## config.mk

```make
export PLATFORM = sky130hd
export DESIGN_NAME = cscc_ctrl
export DESIGN_NICKNAME = d
export VERILOG_FILES = /design/src/cscc_pkg.sv /design/src/cscc_por_timer.sv /design/src/cscc_od_pin.sv /design/src/cscc_ctrl.sv
export SDC_FILE = /design/constraint.sdc
export NUM_CORES = 1
export LEC_CHECK = 0
export ABC_AREA = 0
export BUFFER_PORTS_ARGS = -buffer_cell sky130_fd_sc_hd__buf_4
export CAP_MARGIN = 40
export CORE_MARGIN = 3
export CORE_UTILIZATION = 50
export DETAILED_ROUTE_END_ITERATION = 8
export PLACE_DENSITY = 0.7
export SLEW_MARGIN = 10
export SYNTH_ARGS = -nofsm -noshare
export SYNTH_HDL_FRONTEND = slang
export SYNTH_SLANG_ARGS = --single-unit
```

## constraint.sdc

```tcl
create_clock -name clk -period 2.34 [get_ports clk]
set_input_delay 0.468 -clock clk [delete_from_list [all_inputs] [get_ports clk]]
set_output_delay 0.468 -clock clk [all_outputs]
set_load 0.01 [all_outputs]
```

## src/cscc_pkg.sv

```systemverilog
package cscc_pkg;
    // ------------------------------------------------------------
    // Timing
    // ------------------------------------------------------------
    localparam int CLK_PERIOD_NS = 8;
    localparam int POR_TIME_US = 100;
    localparam int POR_CYCLES = (POR_TIME_US * 1000 + CLK_PERIOD_NS - 1) / CLK_PERIOD_NS;
    localparam int POR_CNT_W = 24;
    localparam int INIT_CYCLES = 16;
    localparam int INIT_CNT_W = 8;
    localparam logic [POR_CNT_W-1:0] POR_CNT_ZERO = 24'h000000;
    localparam logic [POR_CNT_W-1:0] POR_CNT_ONE = 24'h000001;
    localparam logic [INIT_CNT_W-1:0] INIT_CNT_ZERO = 8'h00;
    localparam logic [INIT_CNT_W-1:0] INIT_CNT_ONE = 8'h01;

    // ------------------------------------------------------------
    // States
    // ------------------------------------------------------------
    typedef enum logic [2:0] {
        CSCC_ST_POR = 3'h0,
        CSCC_ST_WAIT = 3'h1,
        CSCC_ST_CFG = 3'h2,
        CSCC_ST_DONE_CHK = 3'h3,
        CSCC_ST_INIT = 3'h4,
        CSCC_ST_USER = 3'h5,
        CSCC_ST_ERROR = 3'h6
    } cscc_state_t;

    function automatic logic cscc_in_cfg(input cscc_state_t s);
        return (s == CSCC_ST_CFG) || (s == CSCC_ST_DONE_CHK) || (s == CSCC_ST_INIT);
    endfunction : cscc_in_cfg
endpackage : cscc_pkg

```

## src/cscc_por_timer.sv

```systemverilog
`timescale 1ns/1ps
module cscc_por_timer
    import cscc_pkg::*;
#(
    parameter int POR_COUNT = POR_CYCLES
) (
    // Clock and reset
    input wire logic clk,
    input wire logic rst_n,
    // Supply status
    input wire logic supply_ok,
    // Result
    output logic por_done
);
    logic [POR_CNT_W-1:0] cnt_r;
    logic [POR_CNT_W-1:0] cnt_nxt;
    logic done_r;
    logic done_nxt;

    always_comb begin
        cnt_nxt = cnt_r;
        done_nxt = done_r;
        if (!supply_ok) begin
            cnt_nxt = POR_CNT_ZERO;
            done_nxt = 1'b0;
        end else if (!done_r) begin
            if (cnt_r == POR_CNT_W'(POR_COUNT - 1)) begin
                done_nxt = 1'b1;
            end else begin
                cnt_nxt = cnt_r + POR_CNT_ONE;
            end
        end
    end

    always_ff @(posedge clk) begin
        if (!rst_n) begin
            cnt_r <= POR_CNT_ZERO;
            done_r <= 1'b0;
        end else begin
            cnt_r <= cnt_nxt;
            done_r <= done_nxt;
        end
    end

    assign por_done = done_r;
endmodule : cscc_por_timer

```

## src/cscc_od_pin.sv

```systemverilog
`timescale 1ns/1ps
module cscc_od_pin (
    // Clock and reset
    input wire logic clk,
    input wire logic rst_n,
    // Core side
    input wire logic pull_low,
    output logic level_in,
    // Pin side
    input wire logic pin_i,
    output logic pin_o,
    output logic pin_oe_n
);
    logic oe_n_r;
    logic oe_n_nxt;

    always_comb begin
        oe_n_nxt = !pull_low;
    end

    always_ff @(posedge clk) begin
        if (!rst_n) begin
            oe_n_r <= 1'b0;
        end else begin
            oe_n_r <= oe_n_nxt;
        end
    end

    assign pin_o = 1'b0;
    assign pin_oe_n = oe_n_r;
    assign level_in = pin_i;
endmodule : cscc_od_pin

```

## src/cscc_ctrl.sv

```systemverilog
// Functional notes
// - Drive status low once supplies work; release after power-on interval.
// - Hold status low while supplies ramp; early configuration attempts fail.
// - Release status after power-on interval; its high level starts configuration.
// - Hold done line low before and throughout configuration.
// - Release done line only after error-free data, before initialization starts.
// - Initialize then enter user mode only if done line senses high.
// - Ignore external low on done line once in user mode.
// - Configure only while active-low chip enable is low; the code checks it only on leaving the wait state.
// - Drive chain-out low once own configuration is complete.
// - In active serial mode, drive memory command output.
// - In active serial mode, drive memory chip-select during configuration.
// - External low on status during configuration or initialization means error.
`timescale 1ns/1ps
module cscc_ctrl
    import cscc_pkg::*;
#(
    parameter int POR_COUNT = POR_CYCLES
) (
    // Clock and reset
    input wire logic clk,
    input wire logic rst_n,
    // Supplies and mode
    input wire logic supply_ok,
    input wire logic active_serial_mode,
    // Chip enable and chain
    input wire logic chip_en_n,
    output logic chain_out_n,
    // Error status pin
    input wire logic config_error_status_n_i,
    output logic config_error_status_n_o,
    output logic config_error_status_n_oe_n,
    // Done pin
    input wire logic config_complete_flag_i,
    output logic config_complete_flag_o,
    output logic config_complete_flag_oe_n,
    // Loader core
    input wire logic cfg_data_all,
    input wire logic cfg_data_err,
    input wire logic mem_cmd_bit,
    output logic cfg_active,
    output logic user_mode,
    // Serial memory
    output logic serial_mem_cmd_out,
    output logic serial_mem_cs_n
);
    // ------------------------------------------------------------
    // Power-on and pins
    // ------------------------------------------------------------
    logic por_done;
    logic status_low;
    logic status_lvl;
    logic done_low;
    logic done_lvl;
    cscc_state_t st_r;
    cscc_state_t st_nxt;
    logic [INIT_CNT_W-1:0] icnt_r;
    logic [INIT_CNT_W-1:0] icnt_nxt;
    logic chain_r;
    logic chain_nxt;
    logic cmd_r;
    logic cmd_nxt;
    logic cs_r;
    logic cs_nxt;

    cscc_por_timer #(.POR_COUNT(POR_COUNT)) u_por (
        .clk(clk),
        .rst_n(rst_n),
        .supply_ok(supply_ok),
        .por_done(por_done)
    );

    // Status low until power-on done, and in error
    assign status_low = (st_r == CSCC_ST_POR) || (st_r == CSCC_ST_ERROR);

    cscc_od_pin u_status (
        .clk(clk),
        .rst_n(rst_n),
        .pull_low(status_low),
        .level_in(status_lvl),
        .pin_i(config_error_status_n_i),
        .pin_o(config_error_status_n_o),
        .pin_oe_n(config_error_status_n_oe_n)
    );

    // Done low until error-free data received (released from done check on)
    assign done_low = (st_r != CSCC_ST_DONE_CHK) && (st_r != CSCC_ST_INIT)
        && (st_r != CSCC_ST_USER);

    cscc_od_pin u_done (
        .clk(clk),
        .rst_n(rst_n),
        .pull_low(done_low),
        .level_in(done_lvl),
        .pin_i(config_complete_flag_i),
        .pin_o(config_complete_flag_o),
        .pin_oe_n(config_complete_flag_oe_n)
    );

    // ------------------------------------------------------------
    // Sequencer
    // ------------------------------------------------------------
    always_comb begin
        st_nxt = st_r;
        icnt_nxt = icnt_r;
        case (st_r)
            CSCC_ST_POR: begin
                if (por_done) begin
                    st_nxt = CSCC_ST_WAIT;
                end
            end
            CSCC_ST_WAIT: begin
                if (status_lvl && !chip_en_n && !config_error_status_n_oe_n) begin
                    st_nxt = CSCC_ST_WAIT;
                end else if (status_lvl && !chip_en_n) begin
                    st_nxt = CSCC_ST_CFG;
                end
            end
            CSCC_ST_CFG: begin
                if (!status_lvl || cfg_data_err) begin
                    st_nxt = CSCC_ST_ERROR;
                end else if (cfg_data_all) begin
                    st_nxt = CSCC_ST_DONE_CHK;
                    icnt_nxt = INIT_CNT_ZERO;
                end
            end
            CSCC_ST_DONE_CHK: begin
                if (!status_lvl) begin
                    st_nxt = CSCC_ST_ERROR;
                end else if (done_lvl && !config_complete_flag_oe_n) begin
                    st_nxt = CSCC_ST_DONE_CHK;
                end else if (done_lvl) begin
                    st_nxt = CSCC_ST_INIT;
                end
            end
            CSCC_ST_INIT: begin
                if (!status_lvl) begin
                    st_nxt = CSCC_ST_ERROR;
                end else if (icnt_r == INIT_CNT_W'(INIT_CYCLES - 1)) begin
                    st_nxt = CSCC_ST_USER;
                end else begin
                    icnt_nxt = icnt_r + INIT_CNT_ONE;
                end
            end
            CSCC_ST_USER: begin
                st_nxt = CSCC_ST_USER;
            end
            CSCC_ST_ERROR: begin
                st_nxt = CSCC_ST_ERROR;
            end
            default: begin
                st_nxt = CSCC_ST_POR;
            end
        endcase
        if (!supply_ok) begin
            st_nxt = CSCC_ST_POR;
        end
    end

    always_ff @(posedge clk) begin
        if (!rst_n) begin
            st_r <= CSCC_ST_POR;
            icnt_r <= INIT_CNT_ZERO;
        end else begin
            st_r <= st_nxt;
            icnt_r <= icnt_nxt;
        end
    end

    // ------------------------------------------------------------
    // Chain and serial memory outputs
    // ------------------------------------------------------------
    always_comb begin
        chain_nxt = (st_nxt != CSCC_ST_USER);
        cs_nxt = !(active_serial_mode && (st_nxt == CSCC_ST_CFG));
        cmd_nxt = (active_serial_mode && (st_nxt == CSCC_ST_CFG)) ? mem_cmd_bit : 1'b1;
    end

    always_ff @(posedge clk) begin
        if (!rst_n) begin
            chain_r <= 1'b1;
            cs_r <= 1'b1;
            cmd_r <= 1'b1;
        end else begin
            chain_r <= chain_nxt;
            cs_r <= cs_nxt;
            cmd_r <= cmd_nxt;
        end
    end

    assign chain_out_n = chain_r;
    assign serial_mem_cs_n = cs_r;
    assign serial_mem_cmd_out = cmd_r;
    assign cfg_active = cscc_in_cfg(st_r);
    assign user_mode = (st_r == CSCC_ST_USER);

    // ------------------------------------------------------------
    // Assertions: status and done pins
    // ------------------------------------------------------------
    a_status_por: assert property (@(posedge clk) disable iff (!rst_n)
        (st_r == CSCC_ST_POR) |=> !config_error_status_n_oe_n)
        else $error("status not pulled low during power-on");
    a_por_status: assert property (@(posedge clk) disable iff (!rst_n)
        !supply_ok |-> ##2 !config_error_status_n_oe_n)
        else $error("status not pulled low after supply loss");
    a_status_release: assert property (@(posedge clk) disable iff (!rst_n)
        (st_r == CSCC_ST_WAIT) |=> config_error_status_n_oe_n)
        else $error("status not released after power-on");
    a_wait_needs_por: assert property (@(posedge clk) disable iff (!rst_n)
        (st_r == CSCC_ST_WAIT) |-> por_done)
        else $error("status released before power-on done");
    a_status_err: assert property (@(posedge clk) disable iff (!rst_n)
        (st_r == CSCC_ST_ERROR) |=> !config_error_status_n_oe_n)
        else $error("status not pulled low in error");
    a_done_held: assert property (@(posedge clk) disable iff (!rst_n)
        (st_r == CSCC_ST_CFG) |=> !config_complete_flag_oe_n)
        else $error("done line released during configuration");
    a_done_cause: assert property (@(posedge clk) disable iff (!rst_n)
        $rose(config_complete_flag_oe_n) |-> $past(st_r, 2) == CSCC_ST_CFG)
        else $error("done line released without data");
    a_done_init: assert property (@(posedge clk) disable iff (!rst_n)
        (st_r == CSCC_ST_INIT) |-> config_complete_flag_oe_n)
        else $error("done line held during initialization");
    a_done_user: assert property (@(posedge clk) disable iff (!rst_n)
        (st_r == CSCC_ST_USER) |-> config_complete_flag_oe_n)
        else $error("done line pulled low in user mode");

    // ------------------------------------------------------------
    // Assertions: sequencer
    // ------------------------------------------------------------
    a_cfg_needs_por: assert property (@(posedge clk) disable iff (!rst_n)
        (st_r == CSCC_ST_CFG) |-> $past(por_done))
        else $error("configuration before power-on done");
    a_cfg_status: assert property (@(posedge clk) disable iff (!rst_n)
        $rose(cfg_active) |-> $past(status_lvl))
        else $error("configuration started with status low");
    a_ce_gate: assert property (@(posedge clk) disable iff (!rst_n)
        (st_r == CSCC_ST_WAIT && chip_en_n) |=> st_r != CSCC_ST_CFG)
        else $error("configuration started without chip enable");
    a_cfg_ce: assert property (@(posedge clk) disable iff (!rst_n)
        $rose(cfg_active) |-> !$past(chip_en_n))
        else $error("configuration entered with chip enable high");
    a_data_err: assert property (@(posedge clk) disable iff (!rst_n)
        (st_r == CSCC_ST_CFG && cfg_data_err)
        |=> (st_r == CSCC_ST_ERROR) || (st_r == CSCC_ST_POR))
        else $error("configuration accepted with data error");
    a_ext_err: assert property (@(posedge clk) disable iff (!rst_n)
        (st_r == CSCC_ST_CFG && !status_lvl && supply_ok) |=> st_r == CSCC_ST_ERROR)
        else $error("external status low not taken as error");
    a_err_sticky: assert property (@(posedge clk) disable iff (!rst_n)
        (st_r == CSCC_ST_ERROR && supply_ok) |=> st_r == CSCC_ST_ERROR)
        else $error("error state left without supply loss");
    a_init_gate: assert property (@(posedge clk) disable iff (!rst_n)
        (st_r == CSCC_ST_DONE_CHK && !done_lvl && supply_ok && status_lvl)
        |=> st_r == CSCC_ST_DONE_CHK)
        else $error("initialization with done line low");
    a_init_len: assert property (@(posedge clk) disable iff (!rst_n)
        $rose(user_mode) |-> ($past(st_r, INIT_CYCLES) == CSCC_ST_INIT)
        && ($past(st_r, INIT_CYCLES + 1) == CSCC_ST_DONE_CHK))
        else $error("initialization length wrong");
    a_user_stay: assert property (@(posedge clk) disable iff (!rst_n)
        (st_r == CSCC_ST_USER && supply_ok) |=> st_r == CSCC_ST_USER)
        else $error("user mode left");

    // ------------------------------------------------------------
    // Assertions: chain and serial memory
    // ------------------------------------------------------------
    a_chain_low: assert property (@(posedge clk) disable iff (!rst_n)
        (st_r == CSCC_ST_USER) |-> !chain_out_n)
        else $error("chain-out not low after completion");
    a_chain_user: assert property (@(posedge clk) disable iff (!rst_n)
        $fell(chain_out_n) |-> user_mode)
        else $error("chain-out fell outside user mode");
    a_chain_high: assert property (@(posedge clk) disable iff (!rst_n)
        (st_r != CSCC_ST_USER) |-> chain_out_n)
        else $error("chain-out low too early");
    a_cs_active: assert property (@(posedge clk) disable iff (!rst_n)
        (st_r == CSCC_ST_CFG && active_serial_mode) |-> !serial_mem_cs_n)
        else $error("memory select not active");
    a_cs_idle: assert property (@(posedge clk) disable iff (!rst_n)
        (st_r != CSCC_ST_CFG) |-> serial_mem_cs_n)
        else $error("memory select active outside configuration");
    a_cs_mode: assert property (@(posedge clk) disable iff (!rst_n)
        !active_serial_mode |=> serial_mem_cs_n)
        else $error("memory select active outside serial mode");
    a_cmd_idle: assert property (@(posedge clk) disable iff (!rst_n)
        serial_mem_cs_n |-> serial_mem_cmd_out)
        else $error("command output active while deselected");
    a_cmd_follow: assert property (@(posedge clk) disable iff (!rst_n)
        !serial_mem_cs_n |-> serial_mem_cmd_out == $past(mem_cmd_bit))
        else $error("command output does not follow loader bit");
    a_cmd_mode: assert property (@(posedge clk) disable iff (!rst_n)
        !active_serial_mode |=> serial_mem_cmd_out)
        else $error("command output active outside serial mode");

    // ------------------------------------------------------------
    // Coverage
    // ------------------------------------------------------------
    c_user: cover property (@(posedge clk) disable iff (!rst_n) $rose(user_mode));
    c_error: cover property (@(posedge clk) disable iff (!rst_n) st_r == CSCC_ST_ERROR);
    c_as_cfg: cover property (@(posedge clk) disable iff (!rst_n) !serial_mem_cs_n);
    c_ce_refused: cover property (@(posedge clk) disable iff (!rst_n)
        (st_r == CSCC_ST_WAIT) && chip_en_n);
    c_done_held: cover property (@(posedge clk) disable iff (!rst_n)
        (st_r == CSCC_ST_DONE_CHK) && config_complete_flag_oe_n && !done_lvl);
endmodule : cscc_ctrl

```

==> results of run 1 <==
-- layer usage --
layer / track usage / routed length, um
met1: 0.243 / 1780
met2: 0.261 / 1670
met3: 0.0394 / 151
met4: 0.0521 / 22
met5: 0 / 0
-- cells by family (layout without fill, tap and decap cells) --
kind of cell | after synthesis | in the layout | share of synthesized area
XOR/XNOR | 26 | 26 | 0.117
flip-flops | 41 | 41 | 0.422
adder cells (fa/ha/maj) | 2 | 2 | 0.0129
AND/OR/NAND/NOR | 115 | 115 | 0.319
other | 1 | 2 | 0.00193
AO/OA/AOI/OAI | 25 | 25 | 0.0869
multiplexers | 1 | 1 | 0.00515
buffers and inverters | 15 | 30 | 0.0347
-- state kept, by name, indices dropped and copies added, names as in the netlist --
signal              flops
serial_mem_cmd_out      1
u_status.pin_oe_n       1
u_done.pin_oe_n         1
chain_out_n             1
serial_mem_cs_n         1
u_por.cnt_r            24
icnt_r                  8
st_r                    3
u_por.por_done          1
-- cell usage after synthesis (2+ instances only) --
| cell type | n |
|---|---|
| sky130_fd_sc_hd__nor4_2 | 2 |
| sky130_fd_sc_hd__ha_1 | 2 |
| sky130_fd_sc_hd__nand2b_1 | 3 |
| sky130_fd_sc_hd__nand3_1 | 12 |
| sky130_fd_sc_hd__and2_1 | 6 |
| sky130_fd_sc_hd__nor4_1 | 3 |
| sky130_fd_sc_hd__xnor2_1 | 2 |
| sky130_fd_sc_hd__and4_1 | 2 |
| sky130_fd_sc_hd__o211ai_1 | 6 |
| sky130_fd_sc_hd__nor4b_1 | 2 |
| sky130_fd_sc_hd__nor2_1 | 32 |
| sky130_fd_sc_hd__or4_1 | 2 |
| sky130_fd_sc_hd__nand2_1 | 18 |
| sky130_fd_sc_hd__nor3_1 | 2 |
| sky130_fd_sc_hd__inv_1 | 4 |
| sky130_fd_sc_hd__o21ai_1 | 2 |
| sky130_fd_sc_hd__xor2_1 | 24 |
| sky130_fd_sc_hd__o2111ai_1 | 3 |
| sky130_fd_sc_hd__or3_1 | 3 |
| sky130_fd_sc_hd__a21oi_1 | 2 |
| sky130_fd_sc_hd__and3_1 | 6 |
| sky130_fd_sc_hd__nand4_1 | 11 |
| sky130_fd_sc_hd__nor2b_1 | 4 |
| sky130_fd_sc_hd__dfxtp_1 | 41 |
| sky130_fd_sc_hd__buf_4 | 2 |
| sky130_fd_sc_hd__buf_2 | 3 |
| sky130_fd_sc_hd__clkbuf_1 | 5 |
| sky130_fd_sc_hd__o21ai_0 | 5 |
-- metrics by stage --
stage | setup WS, ns | hold slack, ns | instances
2_1_floorplan | 0.627 | 0.453 | 227
3_3_place_gp | 0.451 | 0.472 | 283
3_5_place_dp | 0.403 | 0.484 | 283
4_1_cts | 0.312 | 0.432 | 290
5_1_grt | 0.204 | 0.448 | 290
6_report | 0.327 | 0.445 | 290
-- final cells by class --
type	instances	area [um2]
Clock buffer	7	86.3
Fill cell	352	1540
Inverter	5	18.8
Multi-Input combinational cell	171	1060
Sequential cell	41	821
Tap cell	48	60.1
Timing Repair Buffer	18	135
-- report_power, final --
part	switching (mW)	leakage [nW]	total [mW]	internal, mW
Sequential	0.00174	0.330	0.701	0.699
Combinational	0.0203	0.433	0.0359	0.0156
Clock	0.218	0.0443	0.452	0.234
-- layout by cell type (no fill, tap or decap), types with 4 or more instances in the layout --
master / n
sky130_fd_sc_hd__clkbuf_8: 6
sky130_fd_sc_hd__o21ai_0: 5
sky130_fd_sc_hd__and2_1: 6
sky130_fd_sc_hd__o211ai_1: 6
sky130_fd_sc_hd__and3_1: 6
sky130_fd_sc_hd__nand3_1: 12
sky130_fd_sc_hd__nand2_1: 18
sky130_fd_sc_hd__nor2b_1: 4
sky130_fd_sc_hd__dfxtp_1: 41
sky130_fd_sc_hd__inv_1: 4
sky130_fd_sc_hd__xor2_1: 24
sky130_fd_sc_hd__nor2_1: 32
sky130_fd_sc_hd__buf_4: 18
sky130_fd_sc_hd__nand4_1: 11
-- worst paths after layout --
| check | start | endpoint | cells after the start |
|---|---|---|---|
| max reg2reg | st_r[2] | serial_mem_cs_n | 5 |
| max | st_r[2] | cfg_active | 4 |
| min reg2reg | icnt_r[1] | icnt_r[1] | 2 |
| min | rst_n | u_done.pin_oe_n | 2 |
-- critical path: cells and delay by family (launching register included) --
family / cells / cell delay, ns
DFF: 1 / 0.42
buffers and inverters: 1 / 0.14
and+or+nand+nor: 3 / 0.71
==> metrics.log, run 1 <==
INFO  metric cts-root-buf = sky130_fd_sc_hd__clkbuf_8
INFO  metric postCtsResizedCells = 0
INFO  metric crit_fanout = 12
INFO  metric ctsHtreeMaxLevel = 2
INFO  metric worst_setup_path_end_kind = output pin
INFO  metric n_antenna_cell = 0
INFO  metric final_antenna_net_count = 0
INFO  metric synth_edf_count = 0
INFO  metric critical-path-max-stage-delay = 0.42 ns
INFO  metric crit_required = 1.87 ns
INFO  metric utilization = 0.587
INFO  metric detailroute.via_count = 1,564
INFO  metric start_util = 0.523
INFO  metric holdCritPathClass = primary input to flip-flop
INFO  metric slew_violations = 0
INFO  metric worst_ep_arrival_time = 1.55 ns
INFO  metric worst_setup_path_start_kind = flip-flop
INFO  metric avgRoutedWirePerCell = 12.5 um
INFO  metric drt_pass1_iterations = 4
INFO  metric yosysWarningCount = 0
INFO  metric design.die.area = 0.00467 mm2
INFO  metric rows = 22
INFO  metric syn_inst = 226
INFO  metric yosysTopAreaCellShare = 0.422
INFO  metric ir_drop = 0.349 mV
INFO  metric layout-area-overhead-vs-synth = 12.2%
INFO  metric synth_top_area_cell = sky130_fd_sc_hd__dfxtp_1
INFO  metric worst_path_max_delay_cell = sky130_fd_sc_hd__dfxtp_1
INFO  metric totalWireLength = about 3.6 mm
INFO  metric grt_first_pass_wirelength = between 6 and 7 mm
INFO  metric totalPowerFinal = 1.19 mW
INFO  metric yosys-top-cells-area = sky130_fd_sc_hd__dfxtp_1, sky130_fd_sc_hd__xor2_1, sky130_fd_sc_hd__nor2_1
INFO  metric grt_start_max_net_pins = 14
INFO  metric gpl.final_weighted_congestion = approximately 0.82
INFO  metric remaining_drc_errors = 0
INFO  metric maxSlewHeadroom = 0.518
INFO  metric clock_skews = between 0.006 and 0.007 ns
INFO  metric max_cap_violations = 0
INFO  metric top_level_ports = 19
INFO  metric die_height = ~68 um
INFO  metric number_of_global_route_vias_before_repair = 1,402
INFO  metric max_frequency = 497 MHz
INFO  metric die_width = 68.4 um
INFO  metric ctsLongestPathBuffers = 2
INFO  metric dpl.hpwl = 2.66 mm
INFO  metric grt_setup_unrepaired = false
INFO  metric setup-tns-final = 0 ns
INFO  metric first_iter_violations = 102
INFO  metric hold_violations = 0
INFO  metric worstSkewPairLatency = approximately 0.28 ns
INFO  metric num-nets-final = about 250
INFO  metric cts_hold_repair.buffers = 0
INFO  metric timing_worst_slew_pin_value = just over 0.7 ns
INFO  metric synth_seq_area_share = 0.422
INFO  metric finalWorstPathRequiredPeriod = ~2 ns
INFO  metric cts_tree = yes
INFO  metric ff2ff_setup_slack = 0.44 ns
INFO  metric number_of_clock_sinks = 41
INFO  metric criticalPathCategory = flip-flop to output pin
INFO  metric clk_pin_slew = approximately 0.070 ns
INFO  metric final_min_period_over_clock_period = 0.860
INFO  metric globalRoute.totalOverflow = 0
INFO  metric synth_ff_type = sky130_fd_sc_hd__dfxtp_1
INFO  metric synthesis.area_per_instance = 8.60 um2
INFO  metric place_area = about 0.0021 mm2
INFO  metric synth.lib_cells_used.distinct = 45
INFO  metric grt_use_total = 0.173
INFO  metric final-setup-viol-count = 0
INFO  metric synth-seq-cells = 41
INFO  metric fraction_of_synthesis_flops_using_an_asynchronous_set_or_reset_pin = 0
INFO  metric placeableCoreArea = 0.00372 mm2
INFO  metric status = finished clean
INFO  metric grt_antenna_before_repair = 0
INFO  metric cts_made_buffers = 5
INFO  metric powerDensity = between 500 and 600 mW/mm2
INFO  metric total_leakage_power = about 0.81 nW
INFO  metric vias_per_cell = ~5.4
INFO  metric post-cts-setup-buffer-count = 0
INFO  metric portBuffers = 16
INFO  metric cp_cell_sequence = nor2b_1 -> and2_1 -> or2_2 -> buf_4
INFO  metric layout-drive-gt1-share = 0.120
INFO  metric syn-cell-area = slightly below 0.002 mm2
INFO  metric finish.instance_area = 0.00218 mm2
Power figures use the tool's default switching activity.
==> run 2, diff against run 1 <==
SYNTH_HIERARCHICAL = 1   (was not set)
==> run 2 against run 1 <==
Combinational power grew 19%. Global-route usage grew 1.3 points. Final cell count grew 13%. Clock power grew 15%. Critical path type is now flip-flop to flip-flop. Fmax shrank 0.66%. Core utilization grew 0.86 points. Die area grew 14%. Worst hold slack lost 0.074 ns. Non-clock buffer count grew 5. Sequential power is essentially flat. Setup slack lost 0.013 ns.
==> metrics.log, run 2 <==
INFO  metric multi_input_gate_area_in_the_final_layout = 0.00131 mm2
INFO  metric drt_pass1_iterations = 6
INFO  metric die_height = 73.0 um
INFO  metric layout.area.seq = ~820 um2
INFO  metric synth_ff_type = sky130_fd_sc_hd__dfxtp_1
INFO  metric synth-compound-area-share = 0.168
INFO  metric regMostFlops = u_por/cnt_r
INFO  metric first_iter_violations = 81
INFO  metric globalRouteMet1Util = 0.256
INFO  metric top_level_ports = 19
INFO  metric placeableCoreArea = 0.00417 mm2
INFO  metric slew_violations = 0
INFO  metric grt_first_pass_wirelength = slightly below 8 mm
INFO  metric post_synth_and_or_nand_nor_area_fraction = 0.332
INFO  metric flip_flop_count_of_the_largest_register_after_layout = 24
INFO  metric holdCritPathClass = primary input to flip-flop
INFO  metric gr-usage-met2 = 0.289
INFO  metric yosys-top-cells-area = sky130_fd_sc_hd__dfxtp_1, sky130_fd_sc_hd__nor2_1, sky130_fd_sc_hd__nand3_1
INFO  metric yosys-top-cells-count = sky130_fd_sc_hd__dfxtp_1, sky130_fd_sc_hd__nor2_1, sky130_fd_sc_hd__nand2_1
INFO  metric dpl.hpwl = approximately 3.3 mm
INFO  metric synthesis.area_per_instance = 8.70 um2
INFO  metric worst_setup_path_end_kind = flip-flop
INFO  metric finish.instance_area = 0.00248 mm2
INFO  metric detailroute.via_count = about 1,900
INFO  metric net-switching-power = 279 uW
INFO  metric crit_required = 2.51 ns
INFO  metric totalWireLength = 4.64 mm
INFO  metric criticalPathCategory = flip-flop to flip-flop
INFO  metric start_util = 0.538
INFO  metric yosys-mux-area-fraction = 0.00892
INFO  metric yosysTopAreaCellShare = 0.366
INFO  metric synth_top_area_cell = sky130_fd_sc_hd__dfxtp_1
INFO  metric ctsLongestPathBuffers = 2
INFO  metric cts_made_buffers = 5
INFO  metric post-cts-setup-buffer-count = 0
INFO  metric grt_start_max_net_pins = 16
INFO  metric grt_most_used_layer = met2
INFO  metric maxSlewHeadroom = 0.661
INFO  metric clock_skews = 0.00315 ns
INFO  metric worst_ep_arrival_time = 2.20 ns
INFO  metric biggestRegsByFlops = u_por/cnt_r (24), icnt_r (8), st_r (3)
INFO  metric avgRoutedWirePerCell = 14.2 um
INFO  metric synth-xor-area-share = 0.0541
INFO  metric yosysWarningCount = 6
INFO  metric globalRoute.totalOverflow = 0
INFO  metric place_area = 0.00238 mm2
INFO  metric final_antenna_net_count = 0
INFO  metric cts_tree = yes
INFO  metric total_leakage_power = 0.883 nW
INFO  metric synth.lib_cells_used.distinct = 57
INFO  metric synth-seq-cells = between 40 and 50
INFO  metric synth_fp_nets = 271
INFO  metric fillers = 354
INFO  metric max_frequency = slightly below 500 MHz
INFO  metric library_cell_with_the_highest_instance_count_after_synthesis = sky130_fd_sc_hd__dfxtp_1
INFO  metric final-setup-viol-count = 0
INFO  metric grt_antenna_before_repair = 0
INFO  metric rows = 23
INFO  metric number_of_global_route_vias_before_repair = 1,736
INFO  metric final_min_period_over_clock_period = 0.866
INFO  metric timing_worst_slew_pin_value = 0.507 ns
INFO  metric worstSkewPairLatency = roughly 0.29 ns
INFO  metric cell_internal_pwr = approximately 1000 uW
INFO  metric most_common_cell_after_layout_fill_and_taps_aside = sky130_fd_sc_hd__dfxtp_1
INFO  metric main_combinational_cell_family_by_area_after_synthesis = simple AND/OR/NAND/NOR gates
INFO  metric cts_hold_repair.buffers = 0
INFO  metric portBuffers = 16
INFO  metric n_antenna_cell = 0
INFO  metric status = finished clean
INFO  metric gpl.final_weighted_congestion = 0.816
INFO  metric seqPwrFrac = 0.555
INFO  metric cts-root-buf = sky130_fd_sc_hd__clkbuf_8
INFO  metric grt_use_met3 = 0.0427
INFO  metric power.clock.fraction = 0.411
INFO  metric remaining_drc_errors = 0
INFO  metric number_of_clock_sinks = 41
INFO  metric design.die.area = ~0.0053 mm2
INFO  metric synth_seq_area_share = 0.366
INFO  metric ir_drop = 0.265 mV
INFO  metric synth_edf_count = 0
INFO  metric vias_per_cell = 5.82
INFO  metric syn-cell-area = 0.00224 mm2
INFO  metric setup-tns-final = 0 ns
INFO  metric num-nets-final = 289
INFO  metric hold_violations = 0
INFO  metric powerDensity = ~510 mW/mm2
INFO  metric max_cap_violations = 0
INFO  metric postCtsResizedCells = 0
INFO  metric layout_common_cells = sky130_fd_sc_hd__dfxtp_1, sky130_fd_sc_hd__nor2_1, sky130_fd_sc_hd__nand2_1
INFO  metric grt_use_total = 0.186
INFO  metric die_width = 73.0 um
INFO  metric layout-drive-gt1-share = 0.188
INFO  metric crit_fanout = 15
INFO  metric grt_setup_unrepaired = false
INFO  metric share_of_synthesized_cell_area_in_full_adder_half_adder_and_majority_cells = 0.0167
INFO  metric ctsHtreeMaxLevel = 2
INFO  metric p_sw_frac = 0.221
INFO  metric worst_setup_path_start_kind = flip-flop
INFO  metric finalWorstPathRequiredPeriod = 2.03 ns
INFO  metric layout-area-overhead-vs-synth = 10.8%
INFO  metric fraction_of_synthesis_flops_using_an_asynchronous_set_or_reset_pin = 0
INFO  metric syn_inst = approximately 260
INFO  metric clk_pin_slew = 0.08 ns
INFO  metric p_comb_frac = 0.034
run 2: cell families (layout without fill, tap and decap cells):
family / after synthesis / after routing
simple gates: 134 / 134
compound gates: 46 / 46
flops: 41 / 41
buf+inv: 17 / 36
xor+xnor: 13 / 13
fa+ha+maj: 3 / 3
other cells: 2 / 2
mux: 2 / 2
run 2: final timing paths:
check / from / slack, ns / cells past startpoint / endpoint
setup / recovery: u_por/cnt_r[14] / 0.31 / 6 / u_por/cnt_r[18]
hold reg to reg: u_por/cnt_r[21] / 0.50 / 2 / u_por/cnt_r[21]
setup reg to reg: u_por/cnt_r[14] / 0.31 / 6 / u_por/cnt_r[18]
hold / removal: active_serial_mode / 0.37 / 2 / serial_mem_cs_n
run 2: through the flow:
stage / instances / worst slack (ns) / hold slack (ns) / util / power (mW)
finish: 327 / 0.313 / 0.371 / 0.596 / 1.26
floorplan: 258 / 0.368 / 0.459 / - / 0.744
CTS: 327 / 0.317 / 0.369 / 0.596 / 1.27
global placement: 319 / 0.369 / 0.481 / 0.571 / 0.760
detailed placement: 319 / 0.315 / 0.489 / 0.571 / 0.760
global route: 327 / 0.235 / 0.377 / 0.596 / 1.31
run 2: critical path, stage by stage (launching register included):
cell and delay, ns:
sky130_fd_sc_hd__dfxtp_1 0.34, sky130_fd_sc_hd__or4_1 0.53, sky130_fd_sc_hd__or3_4 0.36, sky130_fd_sc_hd__o31ai_4 0.23, sky130_fd_sc_hd__buf_4 0.24, sky130_fd_sc_hd__nor4_1 0.09, sky130_fd_sc_hd__mux2i_1 0.12
run 2: per-layer routing:
layer | up-vias | share of wire
li1 | 977 | -
met1 | 893 | 0.51
met2 | 28 | 0.45
met3 | 5 | 0.029
met4 | 0 | 0.0095
met5 | - | 0
run 2: area by class of cell:
type	count	area share
clock buffer	7	0.0388
clock inverter	1	0.00201
inverter	5	0.00755
multi-input combinational	200	0.527
sequential	41	0.330
tap	50	0.0252
timing repair buffer	23	0.0695
run 2: power groups by stage:
stage          registers (mW)  logic (mW)  clock network [mW]
6_report                0.701      0.0429               0.519
5_1_grt                 0.701      0.0474               0.558
4_1_cts                 0.701      0.0429               0.529
3_5_place_dp            0.718      0.0429                   0
3_3_place_gp            0.717      0.0428                   0
2_1_floorplan           0.717      0.0269                   0
==> run 3, diff against run 2 <==
clock period = 2.5 ns   (was 2.34 ns; I/O delays follow)
==> run 3 against run 2 <==
Global-route usage down 0.41 points. Critical path depth stayed put. Core utilization decreased by 1.3 points. Die area unchanged. Non-clock buffer count down 5. Sequential power decreased by 6.4%. Fmax shrank 11%. Flip-flop and latch count unchanged. First-iteration DRC count grew 90%. Clock power fell by 17%. Wire length shrank 3.1%. Largest power group unchanged.
==> metrics.log, run 3 (synthesis results as in run 2) <==
INFO  metric hold_violations = 0
INFO  metric worst_setup_path_end_kind = flip-flop
INFO  metric setup-tns-final = 0 ns
INFO  metric clk_pin_slew = 0.07 ns
INFO  metric worst_path_max_delay_cell = sky130_fd_sc_hd__nor4_1
INFO  metric crit_fanout = 4
INFO  metric worst_ep_arrival_time = 2.50 ns
INFO  metric max_cap_violations = 0
INFO  metric most_common_cell_after_layout_fill_and_taps_aside = sky130_fd_sc_hd__dfxtp_1
INFO  metric cts_made_buffers = 5
INFO  metric cts_tree = yes
INFO  metric layout-drive-gt1-share = 0.166
INFO  metric remaining_drc_errors = 0
INFO  metric avgRoutedWirePerCell = 14.0 um
INFO  metric worstSkewPairLatency = ~0.28 ns
INFO  metric first_iter_violations = about 150
INFO  metric grt_use_total = 0.182
INFO  metric dpl.hpwl = 3.22 mm
INFO  metric placeableCoreArea = 0.00417 mm2
INFO  metric timing.critical_path.buf_inv = 0
INFO  metric n_antenna_cell = 0
INFO  metric flip_flop_count_of_the_largest_register_after_layout = 24
INFO  metric place_area = about 0.0023 mm2
INFO  metric number_of_global_route_vias_before_repair = 1,704
INFO  metric rows = 23
INFO  metric finish.instance_area = 0.00243 mm2
INFO  metric cp_cell_sequence = ha_1 -> nand3_1 -> nor4_1 -> nand4_1 -> or3_1 -> a21oi_2
INFO  metric grt_antenna_before_repair = 0
INFO  metric timing_worst_slew_pin_value = 0.799 ns
INFO  metric cts_hold_repair.buffers = 0
INFO  metric globalRoute.totalOverflow = 0
INFO  metric regMostFlops = u_por/cnt_r
INFO  metric total_leakage_power = around 0.85 nW
INFO  metric clock_skews = ~0.0026 ns
INFO  metric ir_drop = 0.217 mV
INFO  metric final_min_period_over_clock_period = 0.911
INFO  metric final_antenna_net_count = 0
INFO  metric max_frequency = ~440 MHz
INFO  metric design.die.area = between 0.005 and 0.006 mm2
INFO  metric biggestRegsByFlops = u_por/cnt_r (24), icnt_r (8), st_r (3)
INFO  metric final-setup-viol-count = 0
INFO  metric number_of_clock_sinks = roughly 40
INFO  metric gpl.final_weighted_congestion = around 0.8
INFO  metric maxSlewHeadroom = 0.462
INFO  metric start_util = 0.538
INFO  metric status = finished clean
INFO  metric ctsLongestPathBuffers = 2
INFO  metric criticalPathCategory = flip-flop to flip-flop
INFO  metric layout-area-overhead-vs-synth = 8.42%
INFO  metric die_width = ~73 um
INFO  metric grt_start_max_net_pins = 22
INFO  metric grt_setup_unrepaired = false
INFO  metric top_level_ports = 19
INFO  metric holdCritPathClass = primary input to flip-flop
INFO  metric detailroute.via_count = 1,876
INFO  metric num-nets-final = 284
INFO  metric ctsHtreeMaxLevel = 2
INFO  metric post-cts-setup-buffer-count = 0
INFO  metric die_height = 73.0 um
INFO  metric post_layout_nonfiller_instances = ~320
INFO  metric fillers = 395
INFO  metric crit_required = 2.73 ns
INFO  metric powerDensity = roughly 460 mW/mm2
INFO  metric finalWorstPathRequiredPeriod = 2.28 ns
INFO  metric cts-root-buf = sky130_fd_sc_hd__clkbuf_8
INFO  metric vias_per_cell = 5.84
INFO  metric dp.cells = 314
INFO  metric slew_violations = 0
INFO  metric portBuffers = 16
INFO  metric postCtsResizedCells = 0
INFO  metric worst_path_dominant_cell_family = simple AND/OR/NAND/NOR gates
INFO  metric drt_pass1_iterations = 4
INFO  metric totalWireLength = between 4 and 5 mm
INFO  metric critical-path-max-stage-delay = 0.74 ns
INFO  metric layout_common_cells = sky130_fd_sc_hd__dfxtp_1, sky130_fd_sc_hd__nor2_1, sky130_fd_sc_hd__nand2_1
INFO  metric grt_first_pass_wirelength = 7.85 mm
INFO  metric worst_setup_path_start_kind = flip-flop
run 3: cell types whose count changed in the layout (fill, tap and decap cells not counted):
cell	change
sky130_fd_sc_hd__clkbuf_8	-1
sky130_fd_sc_hd__clkbuf_1	+1
sky130_fd_sc_hd__clkinv_2	-1
sky130_fd_sc_hd__buf_4	-5
run 3: metrics by stage:
| step | worst slack [ns] | utilization | power (mW) | hold slack [ns] |
|---|---|---|---|---|
| 4_1_cts | 0.270 | 0.583 | 1.15 | 0.407 |
| 3_3_place_gp | 0.269 | 0.562 | 0.711 | 0.478 |
| 3_5_place_dp | 0.271 | 0.562 | 0.712 | 0.492 |
| 2_1_floorplan | 0.528 | - | 0.696 | 0.459 |
| 5_1_grt | 0.0372 | 0.583 | 1.17 | 0.409 |
| 6_report | 0.222 | 0.583 | 1.13 | 0.413 |
run 3: final timing paths:
path / depth (start not counted) / endpoint / slack (ns) / start
setup / recovery: 6 / u_por/cnt_r[20] / 0.22 / u_por/cnt_r[0]
hold reg to reg: 2 / u_por/cnt_r[1] / 0.50 / u_por/cnt_r[1]
hold / removal: 2 / serial_mem_cmd_out / 0.41 / active_serial_mode
setup reg to reg: 6 / u_por/cnt_r[20] / 0.22 / u_por/cnt_r[0]
run 3: final cells by class:
class                      instances  area (um2)  area share
inverter                           5        18.8     0.00772
sequential                        41         821       0.337
timing repair buffer              18         135      0.0556
clock buffer                       7        86.3      0.0355
multi-input combinational        200        1310       0.538
tap                               50        62.6      0.0257
run 3: worst register-to-register path, stage by stage, from the launching register on:
cell and delay (ns):
sky130_fd_sc_hd__dfxtp_1 0.44, sky130_fd_sc_hd__ha_1 0.18, sky130_fd_sc_hd__nand3_1 0.14, sky130_fd_sc_hd__nor4_1 0.74
sky130_fd_sc_hd__nand4_1 0.23, sky130_fd_sc_hd__or3_1 0.37, sky130_fd_sc_hd__a21oi_2 0.13
run 3: power by group:
| group | switching [mW] | internal [mW] | leakage, nW |
|---|---|---|---|
| clock | 0.211 | 0.219 | 0.0443 |
| sequential | 0.00223 | 0.654 | 0.330 |
| combinational | 0.0232 | 0.0170 | 0.471 |
| total | 0.237 | 0.890 | 0.846 |
run 3: layer usage:
| layer | wire length [um] | global-route usage | up-vias |
|---|---|---|---|
| li1 | - | - | 965 |
| met1 | 2360 | 0.263 | 884 |
| met2 | 1970 | 0.271 | 21 |
| met3 | 120 | 0.0386 | 6 |
| met4 | 48 | 0.0512 | 0 |
| met5 | 0 | 0 | - |
